File: config.mk
export PLATFORM = sky130hd
export DESIGN_NAME = lock_current_fault_response
export DESIGN_NICKNAME = d
export VERILOG_FILES = /design/src/lock_current_fault_response.v /design/src/tick_divider.v
export VERILOG_INCLUDE_DIRS = /design/src /design/src/src
export SDC_FILE = /design/constraint.sdc
export NUM_CORES = 1
export LEC_CHECK = 0
export CORE_ASPECT_RATIO = 0.75
export CORE_MARGIN = 2
export CORE_UTILIZATION = 35
export DETAILED_ROUTE_END_ITERATION = 8
export DONT_BUFFER_PORTS = 1
export PLACE_DENSITY = 0.49
export SYNTH_ARGS = -nofsm -noshare
export SYNTH_HDL_FRONTEND = slang
export SYNTH_SLANG_ARGS = --single-unit
File: constraint.sdc
create_clock -name aclk -period 79 [get_ports aclk]
set_input_delay 11.85 -clock aclk [delete_from_list [all_inputs] [get_ports aclk]]
set_output_delay 11.85 -clock aclk [all_outputs]
set_load 0.02 [all_outputs]
File: src/lock_fault_defines.vh
// Register map, field positions and timing constants for the lock fault block.
`ifndef LOCK_FAULT_DEFINES_VH
`define LOCK_FAULT_DEFINES_VH

// ==========================================================================
// Register byte offsets
`define CFG_OFFSET        8'h00
`define STATUS_OFFSET     8'h04
`define CONTROL_OFFSET    8'h08

// ==========================================================================
// Reset values
`define CFG_RESET         32'h0000_0000
`define RETRY_LIMIT_RESET 4'h3

// ==========================================================================
// Configuration field positions
`define MODE_MSB          18
`define MODE_LSB          15
`define DEG_MSB           14
`define DEG_LSB           11
`define WAIT_MSB          10
`define WAIT_LSB          7
`define THR_MSB           22
`define THR_LSB           19

// Control field positions
`define CLEAR_BIT         0
`define LIMIT_MSB         7
`define LIMIT_LSB         4

// ==========================================================================
// Timing: clock rate and the tick that all timers count
`define CLK_MHZ           10
`define TICK_US           100
`define TICK_CYCLES       (`TICK_US * `CLK_MHZ)

// Deglitch times in microseconds, codes 2 to F
`define DEG_2_US          200
`define DEG_3_US          500
`define DEG_4_US          1000
`define DEG_5_US          2500
`define DEG_6_US          5000
`define DEG_7_US          7500
`define DEG_8_US          10000
`define DEG_9_US          25000
`define DEG_A_US          50000
`define DEG_B_US          75000
`define DEG_C_US          100000
`define DEG_D_US          200000
`define DEG_E_US          500000
`define DEG_F_US          1000000

// Retry wait times in milliseconds
`define WAIT_0_MS         300
`define WAIT_1_MS         500
`define WAIT_2_MS         1000
`define WAIT_STEP_MS      1000

// Lock thresholds in milliamperes
`define THR_0_MA          125
`define THR_1_MA          250
`define THR_2_MA          500
`define THR_STEP_MA       500
`define THR_E_MA          7000
`define THR_F_MA          8000

`endif

File: src/lock_current_fault_response.v
// Current-limit motor lock detector with configurable fault response.
`timescale 1ns/1ps
`default_nettype none
`include "lock_fault_defines.vh"

module lock_current_fault_response #(
	parameter TICK_CYCLES = `TICK_CYCLES
) (
	input  wire        aclk,
	input  wire        aresetn,
	input  wire [7:0]  s_axi_awaddr,
	input  wire        s_axi_awvalid,
	output wire        s_axi_awready,
	input  wire [31:0] s_axi_wdata,
	input  wire [3:0]  s_axi_wstrb,
	input  wire        s_axi_wvalid,
	output wire        s_axi_wready,
	output reg  [1:0]  s_axi_bresp,
	output reg         s_axi_bvalid,
	input  wire        s_axi_bready,
	input  wire [7:0]  s_axi_araddr,
	input  wire        s_axi_arvalid,
	output wire        s_axi_arready,
	output reg  [31:0] s_axi_rdata,
	output reg  [1:0]  s_axi_rresp,
	output reg         s_axi_rvalid,
	input  wire        s_axi_rready,
	input  wire [15:0] current_ma,
	output reg         power_stage_hiz,
	output reg  [2:0]  high_side_on,
	output reg  [2:0]  low_side_on,
	input  wire        fault_indicator_pin_n_in,
	output wire        fault_indicator_pin_n_out,
	output reg         fault_indicator_pin_n_oe
);

	// ======================================================================
	// States and drive actions
	localparam ST_RUN     = 2'b00;
	localparam ST_LATCHED = 2'b01;
	localparam ST_WAIT    = 2'b10;
	localparam ST_REPORT  = 2'b11;
	localparam ACT_NONE   = 2'b00;
	localparam ACT_HIZ    = 2'b01;
	localparam ACT_HIGH   = 2'b10;
	localparam ACT_LOW    = 2'b11;
	localparam RESP_OKAY  = 2'b00;
	localparam RESP_DEC   = 2'b11;
	// ======================================================================
	// Lookup functions
	function [17:0] deg_ticks;
		input [3:0] code;
		reg   [31:0] us;
		reg   [31:0] q;
		begin
			case (code)
				4'h3:    us = `DEG_3_US;
				4'h4:    us = `DEG_4_US;
				4'h5:    us = `DEG_5_US;
				4'h6:    us = `DEG_6_US;
				4'h7:    us = `DEG_7_US;
				4'h8:    us = `DEG_8_US;
				4'h9:    us = `DEG_9_US;
				4'ha:    us = `DEG_A_US;
				4'hb:    us = `DEG_B_US;
				4'hc:    us = `DEG_C_US;
				4'hd:    us = `DEG_D_US;
				4'he:    us = `DEG_E_US;
				4'hf:    us = `DEG_F_US;
				default: us = `DEG_2_US;
			endcase
			q = us / `TICK_US;
			deg_ticks = q[17:0];
		end
	endfunction
	function [17:0] wait_ticks;
		input [3:0] code;
		reg   [31:0] ms;
		reg   [31:0] q;
		begin
			case (code)
				4'h0:    ms = `WAIT_0_MS;
				4'h1:    ms = `WAIT_1_MS;
				4'h2:    ms = `WAIT_2_MS;
				default: ms = (code - 32'd1) * `WAIT_STEP_MS;
			endcase
			q = (ms * 32'd1000) / `TICK_US;
			wait_ticks = q[17:0];
		end
	endfunction
	function [15:0] thr_ma;
		input [3:0] code;
		reg   [31:0] ma;
		begin
			case (code)
				4'h0:    ma = `THR_0_MA;
				4'h1:    ma = `THR_1_MA;
				4'h2:    ma = `THR_2_MA;
				4'he:    ma = `THR_E_MA;
				4'hf:    ma = `THR_F_MA;
				default: ma = (code - 32'd1) * `THR_STEP_MA;
			endcase
			thr_ma = ma[15:0];
		end
	endfunction
	function [1:0] action_of;
		input [3:0] m;
		begin
			case (m)
				4'h2, 4'h6: action_of = ACT_HIGH;
				4'h3, 4'h7: action_of = ACT_LOW;
				default:    action_of = ACT_HIZ;
			endcase
		end
	endfunction
	function [31:0] merge;
		input [31:0] old;
		input [31:0] data;
		input [3:0]  strb;
		integer      i;
		begin
			merge = old;
			for (i = 0; i < 4; i = i + 1)
				if (strb[i])
					merge[i*8 +: 8] = data[i*8 +: 8];
		end
	endfunction
	// ======================================================================
	// Registers and state
	reg  [31:0] cfg;
	reg  [3:0]  retry_limit;
	reg         sw_clear;
	reg  [1:0]  state;
	reg  [1:0]  action;
	reg  [3:0]  retry_cnt;
	reg  [17:0] timer;
	reg         over;
	reg  [2:0]  pin_sync;
	reg         pin_level;
	wire        tick;
	wire [3:0]  mode    = cfg[`MODE_MSB:`MODE_LSB];
	wire        enabled = (mode <= 4'h8);
	tick_divider #(.DIV(TICK_CYCLES)) u_tick (
		.aclk    (aclk),
		.aresetn (aresetn),
		.tick    (tick)
	);
	// ======================================================================
	// AXI4-Lite write channel
	reg         aw_held;
	reg         w_held;
	reg  [7:0]  aw_addr;
	reg  [31:0] w_data;
	reg  [3:0]  w_strb;
	assign s_axi_awready = !aw_held;
	assign s_axi_wready  = !w_held;
	always @(posedge aclk) begin
		if (!aresetn) begin
			aw_held      <= 1'b0;
			w_held       <= 1'b0;
			aw_addr      <= 8'h00;
			w_data       <= 32'h0000_0000;
			w_strb       <= 4'h0;
			s_axi_bvalid <= 1'b0;
			s_axi_bresp  <= RESP_OKAY;
			cfg          <= `CFG_RESET;
			retry_limit  <= `RETRY_LIMIT_RESET;
			sw_clear     <= 1'b0;
		end else begin
			sw_clear <= 1'b0;
			if (s_axi_awvalid && !aw_held) begin
				aw_held <= 1'b1;
				aw_addr <= s_axi_awaddr;
			end
			if (s_axi_wvalid && !w_held) begin
				w_held <= 1'b1;
				w_data <= s_axi_wdata;
				w_strb <= s_axi_wstrb;
			end
			if (s_axi_bvalid && s_axi_bready)
				s_axi_bvalid <= 1'b0;
			if (aw_held && w_held && !s_axi_bvalid) begin
				aw_held      <= 1'b0;
				w_held       <= 1'b0;
				s_axi_bvalid <= 1'b1;
				s_axi_bresp  <= RESP_OKAY;
				case (aw_addr[7:2])
					`CFG_OFFSET >> 2:
						cfg <= merge(cfg, w_data, w_strb);
					`CONTROL_OFFSET >> 2: begin
						if (w_strb[0]) begin
							sw_clear    <= w_data[`CLEAR_BIT];
							retry_limit <= w_data[`LIMIT_MSB:`LIMIT_LSB];
						end
					end
					`STATUS_OFFSET >> 2:
						s_axi_bresp <= RESP_OKAY;
					default:
						s_axi_bresp <= RESP_DEC;
				endcase
			end
		end
	end
	// ======================================================================
	// AXI4-Lite read channel
	assign s_axi_arready = !s_axi_rvalid;
	always @(posedge aclk) begin
		if (!aresetn) begin
			s_axi_rvalid <= 1'b0;
			s_axi_rdata  <= 32'h0000_0000;
			s_axi_rresp  <= RESP_OKAY;
		end else if (s_axi_arvalid && !s_axi_rvalid) begin
			s_axi_rvalid <= 1'b1;
			s_axi_rresp  <= RESP_OKAY;
			case (s_axi_araddr[7:2])
				`CFG_OFFSET >> 2: s_axi_rdata <= cfg;
				`STATUS_OFFSET >> 2:
					s_axi_rdata <= {21'h00_0000, pin_level,
						state != ST_RUN, over, retry_cnt, action, state};
				`CONTROL_OFFSET >> 2:
					s_axi_rdata <= {24'h00_0000, retry_limit, 4'h0};
				default: begin
					s_axi_rdata <= 32'h0000_0000;
					s_axi_rresp <= RESP_DEC;
				end
			endcase
		end else if (s_axi_rvalid && s_axi_rready) begin
			s_axi_rvalid <= 1'b0;
		end
	end
	// ======================================================================
	// Fault pin readback; the first stage feeds only the second.
	always @(posedge aclk) begin
		if (!aresetn) begin
			pin_sync  <= 3'b111;
			pin_level <= 1'b1;
		end else begin
			pin_sync <= {pin_sync[1:0], fault_indicator_pin_n_in};
			if (pin_sync[1] == pin_sync[2])
				pin_level <= pin_sync[2];
		end
	end
	// ======================================================================
	// Lock detection and response
	always @(posedge aclk) begin
		if (!aresetn) begin
			over      <= 1'b0;
			state     <= ST_RUN;
			action    <= ACT_NONE;
			retry_cnt <= 4'h0;
			timer     <= 18'h0_0000;
		end else begin
			// Threshold compare is registered to keep the path short.
			over <= enabled && (current_ma > thr_ma(cfg[`THR_MSB:`THR_LSB]));
			case (state)
				ST_RUN: begin
					action <= ACT_NONE;
					if (!over)
						timer <= 18'h0_0000;
					else if (timer >= deg_ticks(cfg[`DEG_MSB:`DEG_LSB])) begin
						timer <= 18'h0_0000;
						if (mode <= 4'h3) begin
							state  <= ST_LATCHED;
							action <= action_of(mode);
						end else if (mode <= 4'h7) begin
							action <= action_of(mode);
							if (retry_cnt >= retry_limit) begin
								state <= ST_LATCHED;
							end else begin
								retry_cnt <= retry_cnt + 4'h1;
								state     <= ST_WAIT;
							end
						end else begin
							state <= ST_REPORT;
						end
					end else if (tick)
						timer <= timer + 18'h0_0001;
				end
				ST_WAIT: begin
					if (timer >= wait_ticks(cfg[`WAIT_MSB:`WAIT_LSB])) begin
						timer  <= 18'h0_0000;
						state  <= ST_RUN;
						action <= ACT_NONE;
					end else if (tick)
						timer <= timer + 18'h0_0001;
				end
				ST_REPORT: begin
					// Report mode never touches the stage, only the pin.
					action <= ACT_NONE;
					if (!over || mode != 4'h8)
						state <= ST_RUN;
				end
				ST_LATCHED: begin
					if (sw_clear) begin
						state     <= ST_RUN;
						action    <= ACT_NONE;
						retry_cnt <= 4'h0;
						timer     <= 18'h0_0000;
					end
				end
				default:
					state <= ST_RUN;
			endcase
		end
	end
	// ======================================================================
	// Power stage and fault pin drive
	assign fault_indicator_pin_n_out = 1'b0;
	always @(posedge aclk) begin
		if (!aresetn) begin
			power_stage_hiz          <= 1'b0;
			high_side_on             <= 3'b000;
			low_side_on              <= 3'b000;
			fault_indicator_pin_n_oe <= 1'b0;
		end else begin
			power_stage_hiz          <= (action == ACT_HIZ);
			high_side_on             <= {3{action == ACT_HIGH}};
			low_side_on              <= {3{action == ACT_LOW}};
			fault_indicator_pin_n_oe <= (state != ST_RUN);
		end
	end

endmodule // lock_current_fault_response

`default_nettype wire

File: src/tick_divider.v
// Divider that turns the system clock into a one-cycle timer tick enable.
`timescale 1ns/1ps
`default_nettype none

module tick_divider #(
	parameter DIV = 1000
) (
	input  wire        aclk,
	input  wire        aresetn,
	output reg         tick
);

	// ======================================================================
	// Divider
	reg  [15:0] count;

	always @(posedge aclk) begin
		if (!aresetn) begin
			count <= 16'h0000;
			tick  <= 1'b0;
		end else if (count == DIV[15:0] - 16'h0001) begin
			count <= 16'h0000;
			tick  <= 1'b1;
		end else begin
			count <= count + 16'h0001;
			tick  <= 1'b0;
		end
	end

endmodule // tick_divider

`default_nettype wire

# --- Yosys cells after proc, flatten, opt, wreduce, memory -nomap -nowiden ---
# Memory sizes are Yosys's and may differ from the RTL's. A register that Yosys moved wholly into a read port is not among the register bits.
# Cells that the tools add are included.
classes:
  add_sub_neg: 5
  multipliers: 3
  n_div: 2
  order_cmp: 7
  n_eq_ne: 31
  muxes: 46
  bitwise_logic: 1
  n_reduce_logical: 40
op_table:
  columns: ["op", "n"]
  rows:
  - ["$pmux W32 S3", 2]
  - ["$mux W32", 5]
  - ["$mux W18", 5]
  - ["$pmux W16 S5", 1]
  - ["$div A32 B7 Y32 const B", 2]
  - ["$mul A32 B7 Y29 const B", 2]
  - ["$pmux W18 S3", 1]
  - ["$ge A18 B18 Y1", 2]
  - ["$mul A32 B7 Y14 const B", 1]
  - ["$mux W4", 8]
  - ["$mux W2", 14]
  - ["$add A18 B1 Y18 const B", 1]
  - ["$add A16 B1 Y16 const B", 1]
  - ["$eq A16 B10 Y1 const B", 1]
  - ["$eq A4 B2 Y1 const B", 4]
  - ["$gt A16 B16 Y1", 1]
  - ["$mux W16", 1]
  - ["$ne A2 B2 Y1 const B", 8]
  - ["$pmux W2 S4", 2]
  - ["$reduce_and A3 Y1", 5]
  - ["$eq A6 B1 Y1 const B", 2]
  - ["$eq A6 B2 Y1 const B", 2]
  - ["$logic_not A6 Y1", 2]
  - ["$sub A4 B1 Y5 const B", 2]
  - ["other kinds (29)", 60]
totals:
  regBits: 173
  romBits: 288
  wordCells: 165
  memories: 1
mem_list:
  columns: ["memory", "depth", "word_bits", "rd", "rd_ports_with_merged_regs", "wr", "line", "text"]
  rows:
  - ["(name not given)", 16, 18, 1, 1, 0, "lock_current_fault_response.v:56", "case (code)"]

# --- Longest topological paths before layout ---
logic_depth:
  depth_word: 10
  mapped_depth: 173
  mapped_depth_nobuf: 148

# --- By module ---
# A second synthesis with hierarchy kept.
hier_totals:
  cells_unflattened: 4329
  area_unflattened_um2: 32357.3
modules_own_cells:
  columns: ["module", "instances", "cells_per_inst", "area_each_um2", "seq_area_each_um2"]
  rows:
  - ["lock_current_fault_response", 1, 4246, 31600.3, 3403.3]
  - ["tick_divider", 1, 83, 757.0, 340.3]

# --- Worst setup path after synthesis ---
# Ideal clock, no wire load.
synth_timing:
  path_type: "reg-to-reg"
  start: "register cfg[9]"
  end: "register timer[10]"
  setup_time_ns: 0.070
  t_arrival_ns: 35.784
  setup_slack_ns: 43.145
  path_stages_with_launch: 158
  period_less_slack_ns: 35.855
  cell_sequence: "dfxtp_1 -> clkbuf_1 -> inv_1 -> ha_1 -> clkbuf_1 -> nand2b_1 -> nand2_1 -> clkbuf_1 -> inv_1 -> ha_1 -> ha_1 -> inv_1 -> fa_1 -> fa_1 -> inv_1 -> ha_1 -> o21ai_1 -> nor2_1 -> (+122 left out) -> o21ai_0 -> a21o_1 -> a21o_1 -> a21oi_1 -> nor2b_1 -> o21ai_0 -> nand2b_1 -> a21oi_1 -> nor2b_1 -> o21ai_0 -> nand3b_1 -> o22ai_1 -> nand2b_1 -> clkbuf_1 -> inv_1 -> clkbuf_1 -> nand3b_1 -> a21oi_1"
synth_via:
  elab_chain_cells: 10
synth_lines:
  columns: ["element", "line", "text"]
  rows:
  - ["start: declaration", "lock_current_fault_response.v:130", "reg [31:0] cfg;"]
  - ["start signal: assignment", "lock_current_fault_response.v:166", "cfg <= `CFG_RESET;"]
  - ["start signal: assignment", "lock_current_fault_response.v:189", "cfg <= merge(cfg, w_data, w_strb);"]
  - ["$sub A4 B1 Y5", "lock_current_fault_response.v:85", "default: ms = (code - 32'd1) * `WAIT_STEP_MS;"]
  - ["$mul A32 B7 Y29 (no line)", null, null]
  - ["$pmux W32 S3 (*)", "lock_current_fault_response.v:81", "case (code)"]
  - ["$mux W32 (*)", "lock_current_fault_response.v:255", "case (state)"]
  - ["$mux W32 (*)", "lock_current_fault_response.v:246", "if (!aresetn) begin"]
  - ["$mul A32 B7 Y29 (*)", "lock_current_fault_response.v:87", "q = (ms * 32'd1000) / `TICK_US;"]
  - ["$div A32 B7 Y32 (no line) (*)", null, null]
  - ["$ge A18 B18 Y1 (*)", "lock_current_fault_response.v:280", "if (timer >= wait_ticks(cfg[`WAIT_MSB:`WAIT_LSB])) begin"]
  - ["$mux W18 (*)", "lock_current_fault_response.v:280", null]
  - ["$pmux W18 S3 (*)", "lock_current_fault_response.v:255", null]
  - ["end signal: assignment", "lock_current_fault_response.v:277", "timer <= timer + 18'h0_0001;"]
  - ["end signal: assignment", "lock_current_fault_response.v:285", "timer <= timer + 18'h0_0001;"]
  - ["end: declaration", "lock_current_fault_response.v:136", "reg [17:0] timer;"]
# Every way passes the cells marked *; elsewhere a longest branch is shown, timed or not. The select of a mux whose other input is x is not followed.
# A chain may end at the register's enable or synchronous reset.

# --- Worst setup path in the final report ---
layout_timing:
  start: "register cfg[9]"
  end: "register timer[0]"
# The elaborated chain is that of the path after synthesis.

==> results.toml <==
[logic_synthesis]
async_flop_share = 0
ys.flop_type = "dfxtp_1"
synth_top_cell_area_share = 0.117
synth_cell_types = 145
ys_seq_area_frac = 0.117
ys_ff_latch = 187
synth_edf_count = 0
synth_nets = 4698
netlist_area_um2 = 31900
synth_area_leaders = "dfxtp_1 (12%), ha_1 (7.6%), fa_1 (6.4%), nand2_1 (5.3%), nor2_1 (4.9%)"
synth_top_cell_by_area = "dfxtp_1"
synthCells = 4326
yosysWarnings = 0
avgSynthCellArea_um2 = 7.38

[timing]
hold_viol = 0
slew_headroom = 0.223
fmax_mhz = 21.5
worst_pin_slew_ns = 1.15
finClkSkew_ns = 0.0150
finalSetupTns_ns = 0
setup_ws_ns = 32.48
fin_hold_ws_ns = 0.451
slew_viol_final = 0
layout_min_cycle_time_ns = 46.52
period_share = 0.589
setup_violations = 0
rsz0062_at_grt = "false"

[clock_network]
clk_path_buf_depth = 2
cts_made_buffers = 17
cts_tree = "yes"
postCtsSetupBuffers = 0
cts_max_level = 4
post_cts_resized = 0
insertion_delay_ns = 0.45
cts_root_buffer = "clkbuf_16"
clock_sinks = 187
ctsHoldBuffers = 0
clk_pin_slew_ns = 0.07

[floorplanning]
start_util = 0.355
io_pins = 126
die_h_um = 266
dieArea_um2 = 93700
rows = 95
die_w_um = 353
core_um2 = 90000

[grt]
grt_max_degree = 92
track_usage = 0.214
grt_pass1_wl_um = 167000
grt_pass1_vias = 29500
gr-total-overflow = 0
antenna_found_initial = 0

[setup_path]
slowest_stage = "or4_1"
path_max_fanout = 23
cp.required_ns = 79.39
critPathLaunchType = "register"
arrival_ns = 46.91
criticalPathCategory = "reg -> reg"
slowest_delay_ns = 0.72
endpoint_kind = "register"

[placed_design]
gp_congestion = 0.896
dp_hpwl_um = 84600
post-place-ws_ns = 33.29
io_buffers = 0

[layout]
final_common_cell = "nand2_1"
final_nets = 4600
drive_gt1_frac = 0.0736
fin_util = 0.375
layout_common_cells = "nand2_1 (451), nor2_1 (414), a21oi_1 (292)"
syn2layout_area_growth_pct = 5.61

[drt]
antenna_left = 0
wl_per_cell_um = 19.1
first_pass_iters = 6
wl_um = 104000
route.detailed.drc = 0
drt_iter0_drc = 2646
vias = 32100
viasPerCell = 5.88

[status]
status = "completed"

[run]
drv_cap = 0

[min_path]
hp-class = "reg -> reg"
-- per-layer routing --
| layer | global-route usage | share of wire | vias to the layer above |
|---|---|---|---|
| li1 | - | - | 15800 |
| met1 | 0.338 | 0.53 | 15300 |
| met2 | 0.311 | 0.40 | 843 |
| met3 | 0.0290 | 0.060 | 60 |
| met4 | 0.0268 | 0.0086 | 0 |
| met5 | 0 | 0 | - |
-- cell usage after synthesis (all sizes together), types with 67 or more instances --
| master | instances |
|---|---|
| nor4 | 67 |
| fa | 102 |
| xor2 | 84 |
| nor2 | 416 |
| clkbuf | 101 |
| nor3 | 147 |
| ha | 194 |
| mux2i | 83 |
| a21oi | 299 |
| nand3 | 130 |
| xnor2 | 172 |
| a211oi | 71 |
| nand2 | 452 |
| dfxtp | 187 |
| inv | 262 |
| o21ai | 231 |
-- layout make-up --
| cell class | count | area (um2) |
|---|---|---|
| Fill cell | 9664 | 56200 |
| Multi-Input combinational cell | 3715 | 26500 |
| Sequential cell | 187 | 3740 |
| Tap cell | 1212 | 1520 |
| Inverter | 263 | 992 |
| Clock buffer | 19 | 453 |
| Timing Repair Buffer | 44 | 330 |
| Clock inverter | 12 | 194 |
| Antenna cell | 1 | 2.50 |
-- final timing paths --
| path | cells after the start | slack, ns | startpoint | endpoint |
|---|---|---|---|---|
| max | 140 | 32.48 | cfg[9] | timer[0] |
| min | 1 | 0.45 | u_tick.count[0] | u_tick.count[0] |
| max reg2reg | 140 | 32.48 | cfg[9] | timer[0] |
| min reg2reg | 1 | 0.45 | u_tick.count[0] | u_tick.count[0] |
-- cell families after synthesis --
family                   share of synthesized area
flip-flops                                   0.117
multiplexers                                0.0387
AO/OA/AOI/OAI                                0.294
adder cells (fa/ha/maj)                      0.146
buffers and inverters                       0.0535
AND/OR/NAND/NOR                              0.279
XOR/XNOR                                    0.0718
other                                     0.000117
-- critical path, delay by kind of cell (launching register included) --
kind                     cells  cell delay, ns
AO/OA/AOI/OAI               57           17.99
XOR/XNOR                     5            2.09
adder cells (fa/ha/maj)     14            5.85
buffers and inverters       16            4.37
flip-flops                   1            0.42
multiplexers                 3            1.17
AND/OR/NAND/NOR             45           14.43
-- state kept, by name, summed over array words and instances (netlist names), 2 cells and up, named ones only --
register	count
w_data	32
action	2
s_axi_rdata	32
timer	18
u_tick.count	16
retry_limit	4
state	2
cfg	32
w_strb	4
retry_cnt	4
pin_sync	3
aw_addr	6
-- through the flow --
step	area (um2)	cells
after CTS	33700	5452
after detailed placement	33100	5421
final	33700	5453
after global routing	33700	5452
after global placement	33100	5421
after floorplan	31900	4326
Power is left out: the tool's default activity adds up to more than one toggle a clock period on the data nets, which glitch-free logic cannot reach.
